<file path="src/include/bcd_clock_pkg.sv">
// constants, carriers and helpers for the bcd calendar clock register block
// assumes a single 250 mhz system clock and an axi4-lite master on the register side
package bcd_clock_pkg;

	localparam int unsigned ADDR_W = 8;
	localparam int unsigned TICK_W = 28;

	// system clock and the one-second period derived from it
	localparam int unsigned CLK_HZ = 250000000;
	localparam int unsigned SECOND_PERIOD_S = 1;
	localparam int unsigned SECOND_CYCLES_DEFAULT = CLK_HZ * SECOND_PERIOD_S;

	// register byte offsets
	localparam logic [ADDR_W-1:0] OFF_CLOCK_CONTROL = 8'h00;
	localparam logic [ADDR_W-1:0] OFF_HOUR_FORMAT_MODE = 8'h04;
	localparam logic [ADDR_W-1:0] OFF_TIME_OF_DAY = 8'h08;
	localparam logic [ADDR_W-1:0] OFF_CALENDAR_DATE = 8'h0c;
	localparam logic [ADDR_W-1:0] OFF_TIME_ALARM = 8'h10;
	localparam logic [ADDR_W-1:0] OFF_DATE_ALARM = 8'h14;
	localparam logic [ADDR_W-1:0] OFF_EVENT_STATUS = 8'h18;
	localparam logic [ADDR_W-1:0] OFF_STATUS_CLEAR = 8'h1c;
	localparam logic [ADDR_W-1:0] OFF_IRQ_ENABLE_SET = 8'h20;
	localparam logic [ADDR_W-1:0] OFF_IRQ_ENABLE_CLEAR = 8'h24;
	localparam logic [ADDR_W-1:0] OFF_IRQ_MASK = 8'h28;
	localparam logic [ADDR_W-1:0] OFF_ENTRY_VALIDITY = 8'h2c;

	// field positions
	localparam int unsigned CR_TIME_REQ = 0;
	localparam int unsigned CR_CAL_REQ = 1;
	localparam int unsigned CR_TIME_SEL_LSB = 8;
	localparam int unsigned CR_CAL_SEL_LSB = 16;
	localparam int unsigned MR_HOUR_FORMAT = 0;
	localparam int unsigned TM_SECONDS_LSB = 0;
	localparam int unsigned TM_MINUTES_LSB = 8;
	localparam int unsigned TM_HOURS_LSB = 16;
	localparam int unsigned TM_MERIDIEM = 22;
	localparam int unsigned CD_CENTURY_LSB = 0;
	localparam int unsigned CD_YEAR_LSB = 8;
	localparam int unsigned CD_MONTH_LSB = 16;
	localparam int unsigned CD_WEEKDAY_LSB = 21;
	localparam int unsigned CD_DATE_LSB = 24;
	localparam int unsigned ST_UPDATE_ACK = 0;
	localparam int unsigned ST_SECOND_EVENT = 2;
	localparam int unsigned ST_TIME_EVENT = 3;
	localparam int unsigned ST_CAL_EVENT = 4;
	localparam int unsigned VER_TIME = 0;
	localparam int unsigned VER_CAL = 1;

	// writable bit masks; everything else reads zero
	localparam logic [31:0] CR_MASK = 32'h00030303;
	localparam logic [31:0] MR_MASK = 32'h00000001;
	localparam logic [31:0] TIME_ALARM_MASK = 32'h00ffffff;
	localparam logic [31:0] DATE_ALARM_MASK = 32'hbf9f0000;

	// reset values
	localparam logic [31:0] CAL_RESET = 32'h01210720;
	localparam logic [31:0] DATE_ALARM_RESET = 32'h01010000;

	// counter limits (binary, except the bcd century)
	localparam logic [5:0] SECONDS_MAX = 6'd59;
	localparam logic [4:0] HOURS24_MAX = 5'd23;
	localparam logic [4:0] HOURS12_MAX = 5'd12;
	localparam logic [4:0] NOON_HOUR = 5'd12;
	localparam logic [2:0] WEEKDAY_MAX = 3'd7;
	localparam logic [2:0] MONDAY = 3'd1;
	localparam logic [3:0] MONTH_MAX = 4'd12;
	localparam logic [6:0] YEAR_MAX = 7'd99;
	localparam logic [7:0] CENTURY_ONLY_BCD = 8'h20;
	localparam logic [4:0] DATE_LONG = 5'd31;
	localparam logic [4:0] DATE_SHORT = 5'd30;
	localparam logic [4:0] FEB_LEAP = 5'd29;
	localparam logic [4:0] FEB_PLAIN = 5'd28;
	localparam logic [3:0] FEBRUARY = 4'd2;

	localparam logic [1:0] RESP_OKAY = 2'b00;
	localparam logic [1:0] RESP_SLVERR = 2'b10;

	typedef enum logic [1:0] {
		TEV_MINUTE = 2'h0,
		TEV_HOUR = 2'h1,
		TEV_MIDNIGHT = 2'h2,
		TEV_NOON = 2'h3
	} time_event_sel_e;

	typedef enum logic [1:0] {
		CEV_WEEK = 2'h0,
		CEV_MONTH = 2'h1,
		CEV_YEAR = 2'h2
	} cal_event_sel_e;

	typedef struct packed {
		logic awvalid;
		logic [ADDR_W-1:0] awaddr;
		logic wvalid;
		logic [31:0] wdata;
		logic [3:0] wstrb;
		logic bready;
		logic arvalid;
		logic [ADDR_W-1:0] araddr;
		logic rready;
	} axi_req_s;

	typedef struct packed {
		logic awready;
		logic wready;
		logic bvalid;
		logic [1:0] bresp;
		logic arready;
		logic rvalid;
		logic [31:0] rdata;
		logic [1:0] rresp;
	} axi_rsp_s;

	function automatic logic [6:0] fromBcd(input logic [7:0] b);
		return 7'({3'h0, b[7:4]} * 7'd10) + 7'({3'h0, b[3:0]});
	endfunction : fromBcd

	function automatic logic [7:0] toBcd(input logic [6:0] v);
		logic [6:0] hi;
		logic [6:0] lo;
		hi = v / 7'd10;
		lo = v % 7'd10;
		return {hi[3:0], lo[3:0]};
	endfunction : toBcd

	function automatic logic bcdOk(input logic [7:0] b);
		return (b[7:4] <= 4'h9) && (b[3:0] <= 4'h9);
	endfunction : bcdOk

endpackage : bcd_clock_pkg

</file>
<file path="src/bcd_calendar_clock_regs.sv">
// register block and counters of a bcd time-of-day and calendar clock
// assumes an axi4-lite master on clk_sys and a same-clock write-protect level
//
// Notes on behaviour
// - control and mode writes are dropped while write protection is on.
// - time request bit 0 set stops seconds, minutes and hours.
// - time or calendar loads only after matching request set and acknowledged.
// - calendar request bit 1 set stops day, date, month, year, century.
// - clearing a set request ends the update; writing zero otherwise does nothing.
// - time event select: minute, hour, midnight or noon sets the time event.
// - calendar event select: monday midnight, first of month, or january first.
// - mode bit 0 picks 24-hour (0) or 12-hour with meridiem (1).
// - seconds and minutes accept bcd 0 through 59 only.
// - bcd fields carry units in low four bits, tens above.
// - hours accept 1-12 in 12-hour mode, 0-23 in 24-hour mode.
// - time bit 22 is the meridiem bit in 12-hour mode, 1 means afternoon.
// - century accepts only bcd 20 on write.
// - year accepts bcd 00 through 99.
// - month accepts bcd 01 through 12.
// - update acknowledge rises within one second of a request.
// - an invalid time or date write loads nothing and flags validity.
// - time request halts time and calendar; calendar request halts calendar only.
// - a 12-hour write reads back as the 24-hour value.
`timescale 1ns/1ps
`default_nettype none

module bcd_calendar_clock_regs import bcd_clock_pkg::*; #(
	parameter int unsigned SECOND_CYCLES = SECOND_CYCLES_DEFAULT
) (
	input wire logic clk_sys,
	input wire logic rst,
	input wire logic writeProtectEnable,
	input wire axi_req_s axiReq,
	output var axi_rsp_s axiRsp
);

	typedef struct packed {
		logic awHeld;
		logic [ADDR_W-1:0] awAddr;
		logic wHeld;
		logic [31:0] wData;
		logic [3:0] wStrb;
		logic bValid;
		logic [1:0] bResp;
		logic rValid;
		logic [31:0] rData;
		logic [1:0] rResp;
		logic [TICK_W-1:0] tickCnt;
		logic timeUpdateRequest;
		logic calendarUpdateRequest;
		logic updateGranted;
		time_event_sel_e timeEventSelect;
		cal_event_sel_e calendarEventSelect;
		logic hourFormatSelect;
		logic [5:0] seconds;
		logic [5:0] minutes;
		logic [4:0] hours;
		logic [2:0] weekday;
		logic [4:0] date;
		logic [3:0] month;
		logic [6:0] year;
		logic [31:0] timeAlarm;
		logic [31:0] dateAlarm;
		logic [4:0] status;
		logic [4:0] irqMask;
		logic [1:0] validity;
	} clock_state_s;

	clock_state_s st_reg;
	clock_state_s st_next;

	logic tick;
	logic secWrap;
	logic minWrap;
	logic hourWrap;
	logic calRun;
	logic dateWrap;
	logic monthWrap;
	logic timeEvt;
	logic calEvt;
	logic [4:0] setBits;
	logic [4:0] clrBits;
	logic [31:0] strobeMask;
	logic [32:0] wrBack;
	logic [31:0] wd;
	logic [32:0] rdBack;
	logic wrProtected;
	logic timeOk;
	logic calOk;
	logic [6:0] wSec;
	logic [6:0] wMin;
	logic [6:0] wHour;
	logic [6:0] wHour24;
	logic [6:0] wYear;
	logic [6:0] wMonth;
	logic [6:0] wDate;
	logic [2:0] wWeekday;

	function automatic logic [4:0] daysIn(input logic [3:0] m, input logic [6:0] y);
		// century is pinned to 20, so every year divisible by four is leap
		if (m == FEBRUARY) begin
			return (y[1:0] == 2'b00) ? FEB_LEAP : FEB_PLAIN;
		end
		if ((m == 4'd4) || (m == 4'd6) || (m == 4'd9) || (m == 4'd11)) begin
			return DATE_SHORT;
		end
		return DATE_LONG;
	endfunction : daysIn

	// readback of one word; top bit marks a mapped offset
	function automatic logic [32:0] readBack(input clock_state_s s, input logic [ADDR_W-1:0] a);
		logic [ADDR_W-1:0] w;
		logic [31:0] d;
		logic hit;
		logic [7:0] b;
		w = {a[ADDR_W-1:2], 2'b00};
		d = '0;
		hit = 1'b1;
		if (w == OFF_CLOCK_CONTROL) begin
			d[CR_TIME_REQ] = s.timeUpdateRequest;
			d[CR_CAL_REQ] = s.calendarUpdateRequest;
			d[CR_TIME_SEL_LSB +: 2] = s.timeEventSelect;
			d[CR_CAL_SEL_LSB +: 2] = s.calendarEventSelect;
		end else if (w == OFF_HOUR_FORMAT_MODE) begin
			d[MR_HOUR_FORMAT] = s.hourFormatSelect;
		end else if (w == OFF_TIME_OF_DAY) begin
			// hours always read in 24-hour form
			b = toBcd({1'b0, s.seconds});
			d[TM_SECONDS_LSB +: 7] = b[6:0];
			b = toBcd({1'b0, s.minutes});
			d[TM_MINUTES_LSB +: 7] = b[6:0];
			b = toBcd({2'b00, s.hours});
			d[TM_HOURS_LSB +: 6] = b[5:0];
		end else if (w == OFF_CALENDAR_DATE) begin
			d[CD_CENTURY_LSB +: 7] = CENTURY_ONLY_BCD[6:0];
			d[CD_YEAR_LSB +: 8] = toBcd(s.year);
			b = toBcd({3'b000, s.month});
			d[CD_MONTH_LSB +: 5] = b[4:0];
			d[CD_WEEKDAY_LSB +: 3] = s.weekday;
			b = toBcd({2'b00, s.date});
			d[CD_DATE_LSB +: 6] = b[5:0];
		end else if (w == OFF_TIME_ALARM) begin
			d = s.timeAlarm;
		end else if (w == OFF_DATE_ALARM) begin
			d = s.dateAlarm;
		end else if (w == OFF_EVENT_STATUS) begin
			d[4:0] = s.status;
		end else if (w == OFF_IRQ_MASK) begin
			d[4:0] = s.irqMask;
		end else if (w == OFF_ENTRY_VALIDITY) begin
			d[1:0] = s.validity;
		end else if ((w == OFF_STATUS_CLEAR) || (w == OFF_IRQ_ENABLE_SET)
				|| (w == OFF_IRQ_ENABLE_CLEAR)) begin
			d = '0;
		end else begin
			hit = 1'b0;
		end
		return {hit, d};
	endfunction : readBack

	always_comb begin
		axiRsp.awready = !st_reg.awHeld && !st_reg.bValid;
		axiRsp.wready = !st_reg.wHeld && !st_reg.bValid;
		axiRsp.bvalid = st_reg.bValid;
		axiRsp.bresp = st_reg.bResp;
		axiRsp.arready = !st_reg.rValid;
		axiRsp.rvalid = st_reg.rValid;
		axiRsp.rdata = st_reg.rData;
		axiRsp.rresp = st_reg.rResp;
	end

	always_comb begin
		st_next = st_reg;
		setBits = '0;
		clrBits = '0;
		secWrap = 1'b0;
		minWrap = 1'b0;
		hourWrap = 1'b0;
		calRun = 1'b0;
		dateWrap = 1'b0;
		monthWrap = 1'b0;
		timeEvt = 1'b0;
		calEvt = 1'b0;

		// one-second enable from the system clock
		tick = st_reg.tickCnt == TICK_W'(SECOND_CYCLES - 1);
		st_next.tickCnt = tick ? '0 : st_reg.tickCnt + 1'b1;
		setBits[ST_SECOND_EVENT] = tick;

		// time counters stop while the time request is up
		if (tick && !st_reg.timeUpdateRequest) begin
			secWrap = st_reg.seconds == SECONDS_MAX;
			st_next.seconds = secWrap ? '0 : st_reg.seconds + 1'b1;
			if (secWrap) begin
				minWrap = st_reg.minutes == SECONDS_MAX;
				st_next.minutes = minWrap ? '0 : st_reg.minutes + 1'b1;
				if (minWrap) begin
					hourWrap = st_reg.hours == HOURS24_MAX;
					st_next.hours = hourWrap ? '0 : st_reg.hours + 1'b1;
				end
			end
		end

		case (st_reg.timeEventSelect)
			TEV_MINUTE: begin
				timeEvt = secWrap;
			end
			TEV_HOUR: begin
				timeEvt = minWrap;
			end
			TEV_MIDNIGHT: begin
				timeEvt = hourWrap;
			end
			default: begin
				timeEvt = minWrap && (st_next.hours == NOON_HOUR);
			end
		endcase

		// calendar sits downstream of the hour carry, so a time request stops it too
		calRun = hourWrap && !st_reg.calendarUpdateRequest;
		if (calRun) begin
			st_next.weekday = (st_reg.weekday == WEEKDAY_MAX) ? MONDAY : st_reg.weekday + 1'b1;
			dateWrap = st_reg.date == daysIn(st_reg.month, st_reg.year);
			st_next.date = dateWrap ? 5'd1 : st_reg.date + 1'b1;
			if (dateWrap) begin
				monthWrap = st_reg.month == MONTH_MAX;
				st_next.month = monthWrap ? 4'd1 : st_reg.month + 1'b1;
				if (monthWrap) begin
					st_next.year = (st_reg.year == YEAR_MAX) ? '0 : st_reg.year + 1'b1;
				end
			end
		end

		case (st_reg.calendarEventSelect)
			CEV_WEEK: begin
				calEvt = calRun && (st_next.weekday == MONDAY);
			end
			CEV_MONTH: begin
				calEvt = dateWrap;
			end
			default: begin
				calEvt = monthWrap;
			end
		endcase
		setBits[ST_TIME_EVENT] = timeEvt;
		setBits[ST_CAL_EVENT] = calEvt;

		// acknowledge on the next second boundary, hence within one second
		if (tick && (st_reg.timeUpdateRequest || st_reg.calendarUpdateRequest)
				&& !st_reg.updateGranted) begin
			setBits[ST_UPDATE_ACK] = 1'b1;
			st_next.updateGranted = 1'b1;
		end

		// write channel: address and data are caught in either order
		if (axiReq.awvalid && axiRsp.awready) begin
			st_next.awHeld = 1'b1;
			st_next.awAddr = axiReq.awaddr;
		end
		if (axiReq.wvalid && axiRsp.wready) begin
			st_next.wHeld = 1'b1;
			st_next.wData = axiReq.wdata;
			st_next.wStrb = axiReq.wstrb;
		end
		if (st_reg.bValid && axiReq.bready) begin
			st_next.bValid = 1'b0;
		end

		// byte strobes merge into the current readback of the word
		strobeMask = {{8{st_reg.wStrb[3]}}, {8{st_reg.wStrb[2]}},
			{8{st_reg.wStrb[1]}}, {8{st_reg.wStrb[0]}}};
		wrBack = readBack(st_reg, st_reg.awAddr);
		wd = (wrBack[31:0] & ~strobeMask) | (st_reg.wData & strobeMask);
		wrProtected = writeProtectEnable;

		// entry checks on the merged word
		wSec = fromBcd({1'b0, wd[TM_SECONDS_LSB +: 7]});
		wMin = fromBcd({1'b0, wd[TM_MINUTES_LSB +: 7]});
		wHour = fromBcd({2'b00, wd[TM_HOURS_LSB +: 6]});
		if (!st_reg.hourFormatSelect) begin
			wHour24 = wHour;
		end else if (wHour == 7'(HOURS12_MAX)) begin
			wHour24 = wd[TM_MERIDIEM] ? 7'(NOON_HOUR) : 7'd0;
		end else begin
			wHour24 = wd[TM_MERIDIEM] ? wHour + 7'(NOON_HOUR) : wHour;
		end
		timeOk = bcdOk({1'b0, wd[TM_SECONDS_LSB +: 7]}) && (wSec <= 7'(SECONDS_MAX))
			&& bcdOk({1'b0, wd[TM_MINUTES_LSB +: 7]}) && (wMin <= 7'(SECONDS_MAX))
			&& bcdOk({2'b00, wd[TM_HOURS_LSB +: 6]});
		if (st_reg.hourFormatSelect) begin
			timeOk = timeOk && (wHour >= 7'd1) && (wHour <= 7'(HOURS12_MAX));
		end else begin
			timeOk = timeOk && (wHour <= 7'(HOURS24_MAX)) && !wd[TM_MERIDIEM];
		end

		wYear = fromBcd(wd[CD_YEAR_LSB +: 8]);
		wMonth = fromBcd({3'b000, wd[CD_MONTH_LSB +: 5]});
		wDate = fromBcd({2'b00, wd[CD_DATE_LSB +: 6]});
		wWeekday = wd[CD_WEEKDAY_LSB +: 3];
		calOk = ({1'b0, wd[CD_CENTURY_LSB +: 7]} == CENTURY_ONLY_BCD)
			&& bcdOk(wd[CD_YEAR_LSB +: 8]) && (wYear <= YEAR_MAX)
			&& bcdOk({3'b000, wd[CD_MONTH_LSB +: 5]}) && (wMonth >= 7'd1)
			&& (wMonth <= 7'(MONTH_MAX))
			&& bcdOk({2'b00, wd[CD_DATE_LSB +: 6]}) && (wDate >= 7'd1)
			&& (wDate <= 7'(daysIn(wMonth[3:0], wYear)))
			&& (wWeekday >= MONDAY) && (wWeekday <= WEEKDAY_MAX);

		if (st_reg.awHeld && st_reg.wHeld && !st_reg.bValid) begin
			st_next.awHeld = 1'b0;
			st_next.wHeld = 1'b0;
			st_next.bValid = 1'b1;
			st_next.bResp = wrBack[32] ? RESP_OKAY : RESP_SLVERR;
			if ({st_reg.awAddr[ADDR_W-1:2], 2'b00} == OFF_CLOCK_CONTROL) begin
				if (!wrProtected) begin
					wd = wd & CR_MASK;
					st_next.timeUpdateRequest = wd[CR_TIME_REQ];
					st_next.calendarUpdateRequest = wd[CR_CAL_REQ];
					st_next.timeEventSelect = time_event_sel_e'(wd[CR_TIME_SEL_LSB +: 2]);
					st_next.calendarEventSelect = cal_event_sel_e'(wd[CR_CAL_SEL_LSB +: 2]);
					if (!wd[CR_TIME_REQ] && !wd[CR_CAL_REQ]) begin
						st_next.updateGranted = 1'b0;
					end
				end
			end else if ({st_reg.awAddr[ADDR_W-1:2], 2'b00} == OFF_HOUR_FORMAT_MODE) begin
				if (!wrProtected) begin
					st_next.hourFormatSelect = wd[MR_HOUR_FORMAT];
				end
			end else if ({st_reg.awAddr[ADDR_W-1:2], 2'b00} == OFF_TIME_OF_DAY) begin
				if (st_reg.updateGranted && st_reg.timeUpdateRequest) begin
					if (timeOk) begin
						st_next.seconds = wSec[5:0];
						st_next.minutes = wMin[5:0];
						st_next.hours = wHour24[4:0];
						st_next.validity[VER_TIME] = 1'b0;
					end else begin
						st_next.validity[VER_TIME] = 1'b1;
					end
				end
			end else if ({st_reg.awAddr[ADDR_W-1:2], 2'b00} == OFF_CALENDAR_DATE) begin
				if (st_reg.updateGranted && st_reg.calendarUpdateRequest) begin
					if (calOk) begin
						st_next.year = wYear;
						st_next.month = wMonth[3:0];
						st_next.date = wDate[4:0];
						st_next.weekday = wWeekday;
						st_next.validity[VER_CAL] = 1'b0;
					end else begin
						st_next.validity[VER_CAL] = 1'b1;
					end
				end
			end else if ({st_reg.awAddr[ADDR_W-1:2], 2'b00} == OFF_TIME_ALARM) begin
				if (!wrProtected) begin
					st_next.timeAlarm = wd & TIME_ALARM_MASK;
				end
			end else if ({st_reg.awAddr[ADDR_W-1:2], 2'b00} == OFF_DATE_ALARM) begin
				if (!wrProtected) begin
					st_next.dateAlarm = wd & DATE_ALARM_MASK;
				end
			end else if ({st_reg.awAddr[ADDR_W-1:2], 2'b00} == OFF_STATUS_CLEAR) begin
				clrBits = wd[4:0];
			end else if ({st_reg.awAddr[ADDR_W-1:2], 2'b00} == OFF_IRQ_ENABLE_SET) begin
				st_next.irqMask = st_reg.irqMask | wd[4:0];
			end else if ({st_reg.awAddr[ADDR_W-1:2], 2'b00} == OFF_IRQ_ENABLE_CLEAR) begin
				st_next.irqMask = st_reg.irqMask & ~wd[4:0];
			end
		end

		// a flag raised in the clearing cycle survives the clear
		st_next.status = (st_reg.status & ~clrBits) | setBits;

		// read channel: one outstanding read, data held until taken
		rdBack = readBack(st_reg, axiReq.araddr);
		if (st_reg.rValid && axiReq.rready) begin
			st_next.rValid = 1'b0;
		end
		if (axiReq.arvalid && axiRsp.arready) begin
			st_next.rValid = 1'b1;
			st_next.rData = rdBack[31:0];
			st_next.rResp = rdBack[32] ? RESP_OKAY : RESP_SLVERR;
		end
	end

	always_ff @(posedge clk_sys or posedge rst) begin
		if (rst) begin
			st_reg <= '0;
			st_reg.timeEventSelect <= TEV_MINUTE;
			st_reg.calendarEventSelect <= CEV_WEEK;
			st_reg.weekday <= CAL_RESET[CD_WEEKDAY_LSB +: 3];
			st_reg.date <= 5'(fromBcd({2'b00, CAL_RESET[CD_DATE_LSB +: 6]}));
			st_reg.month <= 4'(fromBcd({3'b000, CAL_RESET[CD_MONTH_LSB +: 5]}));
			st_reg.year <= fromBcd(CAL_RESET[CD_YEAR_LSB +: 8]);
			st_reg.dateAlarm <= DATE_ALARM_RESET;
		end else begin
			st_reg <= st_next;
		end
	end

endmodule : bcd_calendar_clock_regs
`default_nettype wire

</file>
<file path="config.mk">
export PLATFORM = sky130hd
export DESIGN_NAME = bcd_calendar_clock_regs
export DESIGN_NICKNAME = d
export VERILOG_FILES = /design/src/include/bcd_clock_pkg.sv /design/src/bcd_calendar_clock_regs.sv
export SDC_FILE = /design/constraint.sdc
export NUM_CORES = 1
export LEC_CHECK = 0
export BUFFER_PORTS_ARGS = -buffer_cell sky130_fd_sc_hd__buf_2
export CAP_MARGIN = 20
export CORE_UTILIZATION = 30
export DETAILED_ROUTE_END_ITERATION = 16
export PLACE_DENSITY = 0.5
export SLEW_MARGIN = 20
export SYNTH_ARGS = -nofsm -noshare
export SYNTH_HDL_FRONTEND = slang
export SYNTH_SLANG_ARGS = --single-unit
</file>
<file path="constraint.sdc">
create_clock -name clk_sys -period 8.4 [get_ports clk_sys]
set_input_delay 0.84 -clock clk_sys [delete_from_list [all_inputs] [get_ports clk_sys]]
set_output_delay 0.84 -clock clk_sys [all_outputs]
set_load 0.03 [all_outputs]
</file>
# Word-level counts from Yosys, hierarchy flattened
# Cells that the tools add are included.
op_classes:
  n_addsub: 15
  mul: 6
  div: 12
  magnitude_cmp: 21
  n_eq_ne: 47
  muxes: 200
  bitwise: 18
  n_reduce_logical: 80
op_table:
  columns: ["cell", "n"]
  rows:
  - ["32-bit 2-to-1 mux", 26]
  - ["30-bit 2-to-1 mux", 18]
  - ["5-bit 2-to-1 mux", 31]
  - ["27-bit 2-to-1 mux", 4]
  - ["106-bit 2-to-1 mux", 1]
  - ["101-bit 2-to-1 mux", 1]
  - ["100-bit 2-to-1 mux", 1]
  - ["83-bit 2-to-1 mux", 1]
  - ["19-bit 2-to-1 mux", 4]
  - ["17-bit 2-to-1 mux", 4]
  - ["32-bit bitwise AND", 2]
  - ["64-bit 2-to-1 mux", 1]
  - ["31-bit 2-to-1 mux", 2]
  - ["1-bit 2-to-1 mux", 59]
  - ["7-bit 2-to-1 mux", 8]
  - ["6-bit by 3-bit == test with 1-bit output (second input constant)", 8]
  - ["6-bit by 4-bit == test with 1-bit output (second input constant)", 8]
  - ["6-bit 2-to-1 mux", 8]
  - ["22-bit 2-to-1 mux", 2]
  - ["1-bit logical AND", 41]
  - ["37-bit 2-to-1 mux", 1]
  - ["35-bit 2-to-1 mux", 1]
  - ["32-bit NOT", 1]
  - ["32-bit OR", 1]
  - ["79 further kinds", 165]
word_totals:
  reg_bits: 205
  in_bits: 60
  output_inout_bits: 41
  word_cells: 429

# Logic depth before layout (Yosys ltp)
logic_depth:
  word_depth: 50
  mapped_depth: 28
  depth_no_buf: 26

# Worst setup path before layout
# OpenSTA, ideal clock, no wires.
synth_path:
  path_kind: "register to register"
  startpoint: "register st_reg[81] (netlist bit)"
  endpoint: "register st_reg[84] (netlist bit)"
  setup_ps: 125
  arrival_time_ps: 5675
  t_required_ps: 8275
  slack_ps: 2600
  stages_incl_launch_ff: 27
  n_path_buf: 2
  synth_period_minus_slack_ps: 5800
  path_cell_list: "dfrtp_1 > buf_2 > inv_1 > ha_1 > or2_2 > a311oi_1 > a31oi_1 > or3b_1 > o221a_2 > nand2_2 > a21oi_1 > o41ai_1 > ha_1 > o21ai_0 > nand2b_1 > a21oi_1 > ha_1 > nor2b_1 > o2111ai_1 > inv_1 > a221oi_1 > mux2i_1 > a2111oi_0 > o2111ai_1 > a2111o_1 > buf_6 > mux2_4"
synth_lines:
  columns: ["item", "line", "text"]
  rows:
  - ["from (decl)", "bcd_calendar_clock_regs.sv:69", "clock_state_s st_reg;"]
  - ["from (signal assigned)", "bcd_calendar_clock_regs.sv:394", "st_reg <= st_next;"]

==> impl_metrics.py <==
metrics = {
    "outcome": {
        "status": "finished, violations left",
        "violations": "DRC",
    },
    "power": {
        "ir_drop_uv": 179,
        "switching_share": 0.453,
        "seqPwrFrac": 0.347,
        "power_frac_comb": 0.448,
        "power_per_cell_area_nw_per_um2": 251,
        "power_switching_mw": 1.78,
        "finalPower_mw": 3.93,
        "clkPwrFrac": 0.204,
        "p_int_mw": 2.15,
        "leakagePower_nw": 6.97,
    },
    "timing": {
        "max_freq_ghz": 0.137,
        "slew_violations": 0,
        "finalHoldViolCount": 0,
        "finalClockSkew_ns": 0.0158,
        "fin_setup_tns_ns": 0,
        "fin_crit_ns": 7.32,
        "grt_setup_unrepaired": "false",
        "slew_headroom": 0.349,
        "finalSetupViolCount": 0,
        "tightest_slew_ns": 0.977,
        "finalCritPeriodShare": 0.872,
    },
    "worst_setup_path": {
        "reg2reg_from": "st_reg[105]$_DFF_PP0_",
        "end_kind": "flip-flop",
        "reg2reg_depth": 27,
        "crit_required_ns": 8.73,
        "rr_endpoint": "st_reg[79]$_DFF_PP0_",
        "rrSetupSlack_ns": 1.08,
        "cp_max_fo": 20,
        "slowest_stage": "dfrtp_1",
        "crit_type": "reg2reg",
        "cp_slowest_stage_delay_ns": 0.69,
        "cp-start-kind": "flip-flop",
        "arrival_ns": 7.65,
    },
    "final_layout": {
        "synthToLayoutAreaGrowth_pct": 9.54,
        "drive_gt1_frac": 0.175,
        "final_common_cell": "dfrtp_1",
        "antennaDiodeCount": 0,
        "most-common-layout-cells": "dfrtp_1, nand2_1, o21ai_0",
        "stdcell_area_um2": 15700,
        "nets": 1745,
        "largest_reg_flops": 159,
        "nFillCells": 4900,
    },
    "drt": {
        "drt_iter0_drc": 1153,
        "ant_nets": 0,
        "wl_per_cell_um": 21.2,
        "dr.pass1.iters": 12,
        "vias": 12368,
        "wirelength_um": 47300,
        "drc": 8,
        "via_per_inst": 5.54,
    },
    "clock_network": {
        "cts_hold_buf": 0,
        "cts.clk_slew.worst_paths_ns": 0.07,
        "htree_levels": 4,
        "cts_root_buf": "clkbuf_16",
        "clk-insertion-delay-late_ns": 0.48,
        "cts_resized": 0,
        "clock_sinks": 199,
        "cts_inserted_buffers": 17,
        "cts_setup_buffers": 0,
        "cts_tree": "done",
        "clk_path_buf_depth": 2,
    },
    "synthesis": {
        "avgSynthCellArea_um2": 9.01,
        "ys_seq_area_frac": 0.349,
        "syn_area_um2": 14300,
        "syn_inst": 1588,
        "synth_seq_cells": 199,
        "synth_cell_type_count": 101,
        "synthArstFlopShare": 1.00,
        "ys.flop_type": "dfrtp_1",
        "synth_edf_count": 0,
        "ys_warn_count": 0,
    },
    "placed_design": {
        "dpl_cell_area_um2": 15100,
        "dp_hpwl_um": 35200,
        "gp_congestion": 0.931,
        "io_buffers": 92,
    },
    "hold_path": {
        "holdPathStages": 2,
        "hold_class": "reg2reg",
        "hold_start": "axiRsp[20]$_DFFE_PP0P_",
        "holdPathEnd": "axiRsp[20]$_DFFE_PP0P_",
    },
    "global_routing": {
        "grt_max_degree": 124,
        "grt_pass1_vias": 11696,
        "antenna_found_initial": 0,
        "grt_first_pass_wirelength_um": 71900,
        "track_usage": 0.197,
        "grt-ovfl-total": 0,
    },
    "die": {
        "start_util": 0.306,
        "die_w_um": 220,
        "die_height_um": 220,
        "die-area_um2": 48600,
        "std_cell_rows": 79,
        "ios": 101,
        "core_um2": 46800,
    },
    "flow_run": {
        "drv_cap": 0,
    },
}
## per-layer routing
layer / vias up / track usage / share of wire
met4: 0 / 0.0699 / 0.026
met1: 6093 / 0.267 / 0.45
li1: 5815 / - / -
met3: 66 / 0.0455 / 0.070
met5: - / 0 / 0
met2: 394 / 0.306 / 0.45
## critical path: cells and delay by family (launching register included)
family | cells | cell delay, ns
muxes | 3 | 0.41
and+or+nand+nor | 5 | 0.64
AOI/OAI and AO/OA | 11 | 3.57
buffers and inverters | 4 | 0.75
xor gates and xnor gates | 1 | 0.20
DFF | 1 | 0.69
adders and majority gates | 3 | 0.91
## cells in the mapped netlist, drive strengths merged, types with 12 or more instances
| master | count | share of area |
|---|---|---|
| dfrtp | 191 | 0.33 |
| a22oi | 14 | 0.0073 |
| nand2 | 164 | 0.043 |
| a21oi | 100 | 0.035 |
| xor2 | 22 | 0.013 |
| a211oi | 12 | 0.0063 |
| o21ai | 125 | 0.044 |
| clkbuf | 61 | 0.016 |
| buf | 59 | 0.031 |
| nand4 | 13 | 0.0057 |
| a31oi | 20 | 0.0098 |
| a21o | 24 | 0.013 |
| nand2b | 21 | 0.0092 |
| o31ai | 13 | 0.0068 |
| and2 | 17 | 0.0074 |
| nor2b | 24 | 0.010 |
| inv | 58 | 0.015 |
| nor3 | 38 | 0.014 |
| mux2i | 33 | 0.023 |
| nand3 | 48 | 0.017 |
| nor2 | 95 | 0.025 |
| xnor2 | 33 | 0.020 |
| mux2 | 90 | 0.073 |
| ha | 68 | 0.059 |
| and3 | 21 | 0.0092 |
## stage by stage
step                utilization  hold slack (ns)  std cells  worst slack, ns
floorplan                     -            0.444       1590             2.15
CTS                       0.335            0.482       2232            0.933
finish                    0.335            0.475       2232             1.08
detailed placement        0.323            0.465       2200            0.944
global route              0.335            0.502       2232            0.603
global placement          0.323            0.455       2200             1.09
## power groups by stage
stage	Clock, mW	Combinational (mW)	Sequential (mW)
2_1_floorplan	0	1.27	1.23
5_1_grt	0.859	1.92	1.39
6_report	0.804	1.76	1.36
3_5_place_dp	0	1.74	1.38
4_1_cts	0.830	1.75	1.36
3_3_place_gp	0	1.71	1.38
## final cells by class
| cell class | count | area (um^2) | area share |
|---|---|---|---|
| Multi-Input combinational cell | 1213 | 8460 | 0.540 |
| Clock inverter | 11 | 90.1 | 0.00575 |
| Clock buffer | 21 | 450 | 0.0287 |
| Tap cell | 607 | 759 | 0.0485 |
| Inverter | 58 | 225 | 0.0144 |
| Sequential cell | 199 | 4990 | 0.318 |
| Timing Repair Buffer | 123 | 697 | 0.0445 |
## kinds of logic after synthesis
| family | Yosys count | share of synthesized area |
|---|---|---|
| AOI/OAI and AO/OA | 438 | 0.201 |
| xor gates and xnor gates | 56 | 0.0353 |
| adders and majority gates | 74 | 0.0672 |
| buffers and inverters | 178 | 0.0624 |
| DFF | 199 | 0.349 |
| muxes | 123 | 0.0966 |
| other | 1 | 0.000262 |
| and+or+nand+nor | 519 | 0.189 |
## worst max-delay path by stage
stage	from	endpoint	slack (ns)	cells past startpoint
global placement	st_reg[80]$_DFF_PP0_	st_reg[108]$_DFF_PP0_	1.09	21
finish	st_reg[105]$_DFF_PP0_	st_reg[79]$_DFF_PP0_	1.08	27
CTS	st_reg[80]$_DFF_PP0_	st_reg[108]$_DFF_PP0_	0.93	21
global route	st_reg[105]$_DFF_PP0_	st_reg[79]$_DFF_PP0_	0.60	27
floorplan	rst	async pin	2.15	1
detailed placement	st_reg[80]$_DFF_PP0_	st_reg[108]$_DFF_PP0_	0.94	21
(Power assumes the default switching activity.)
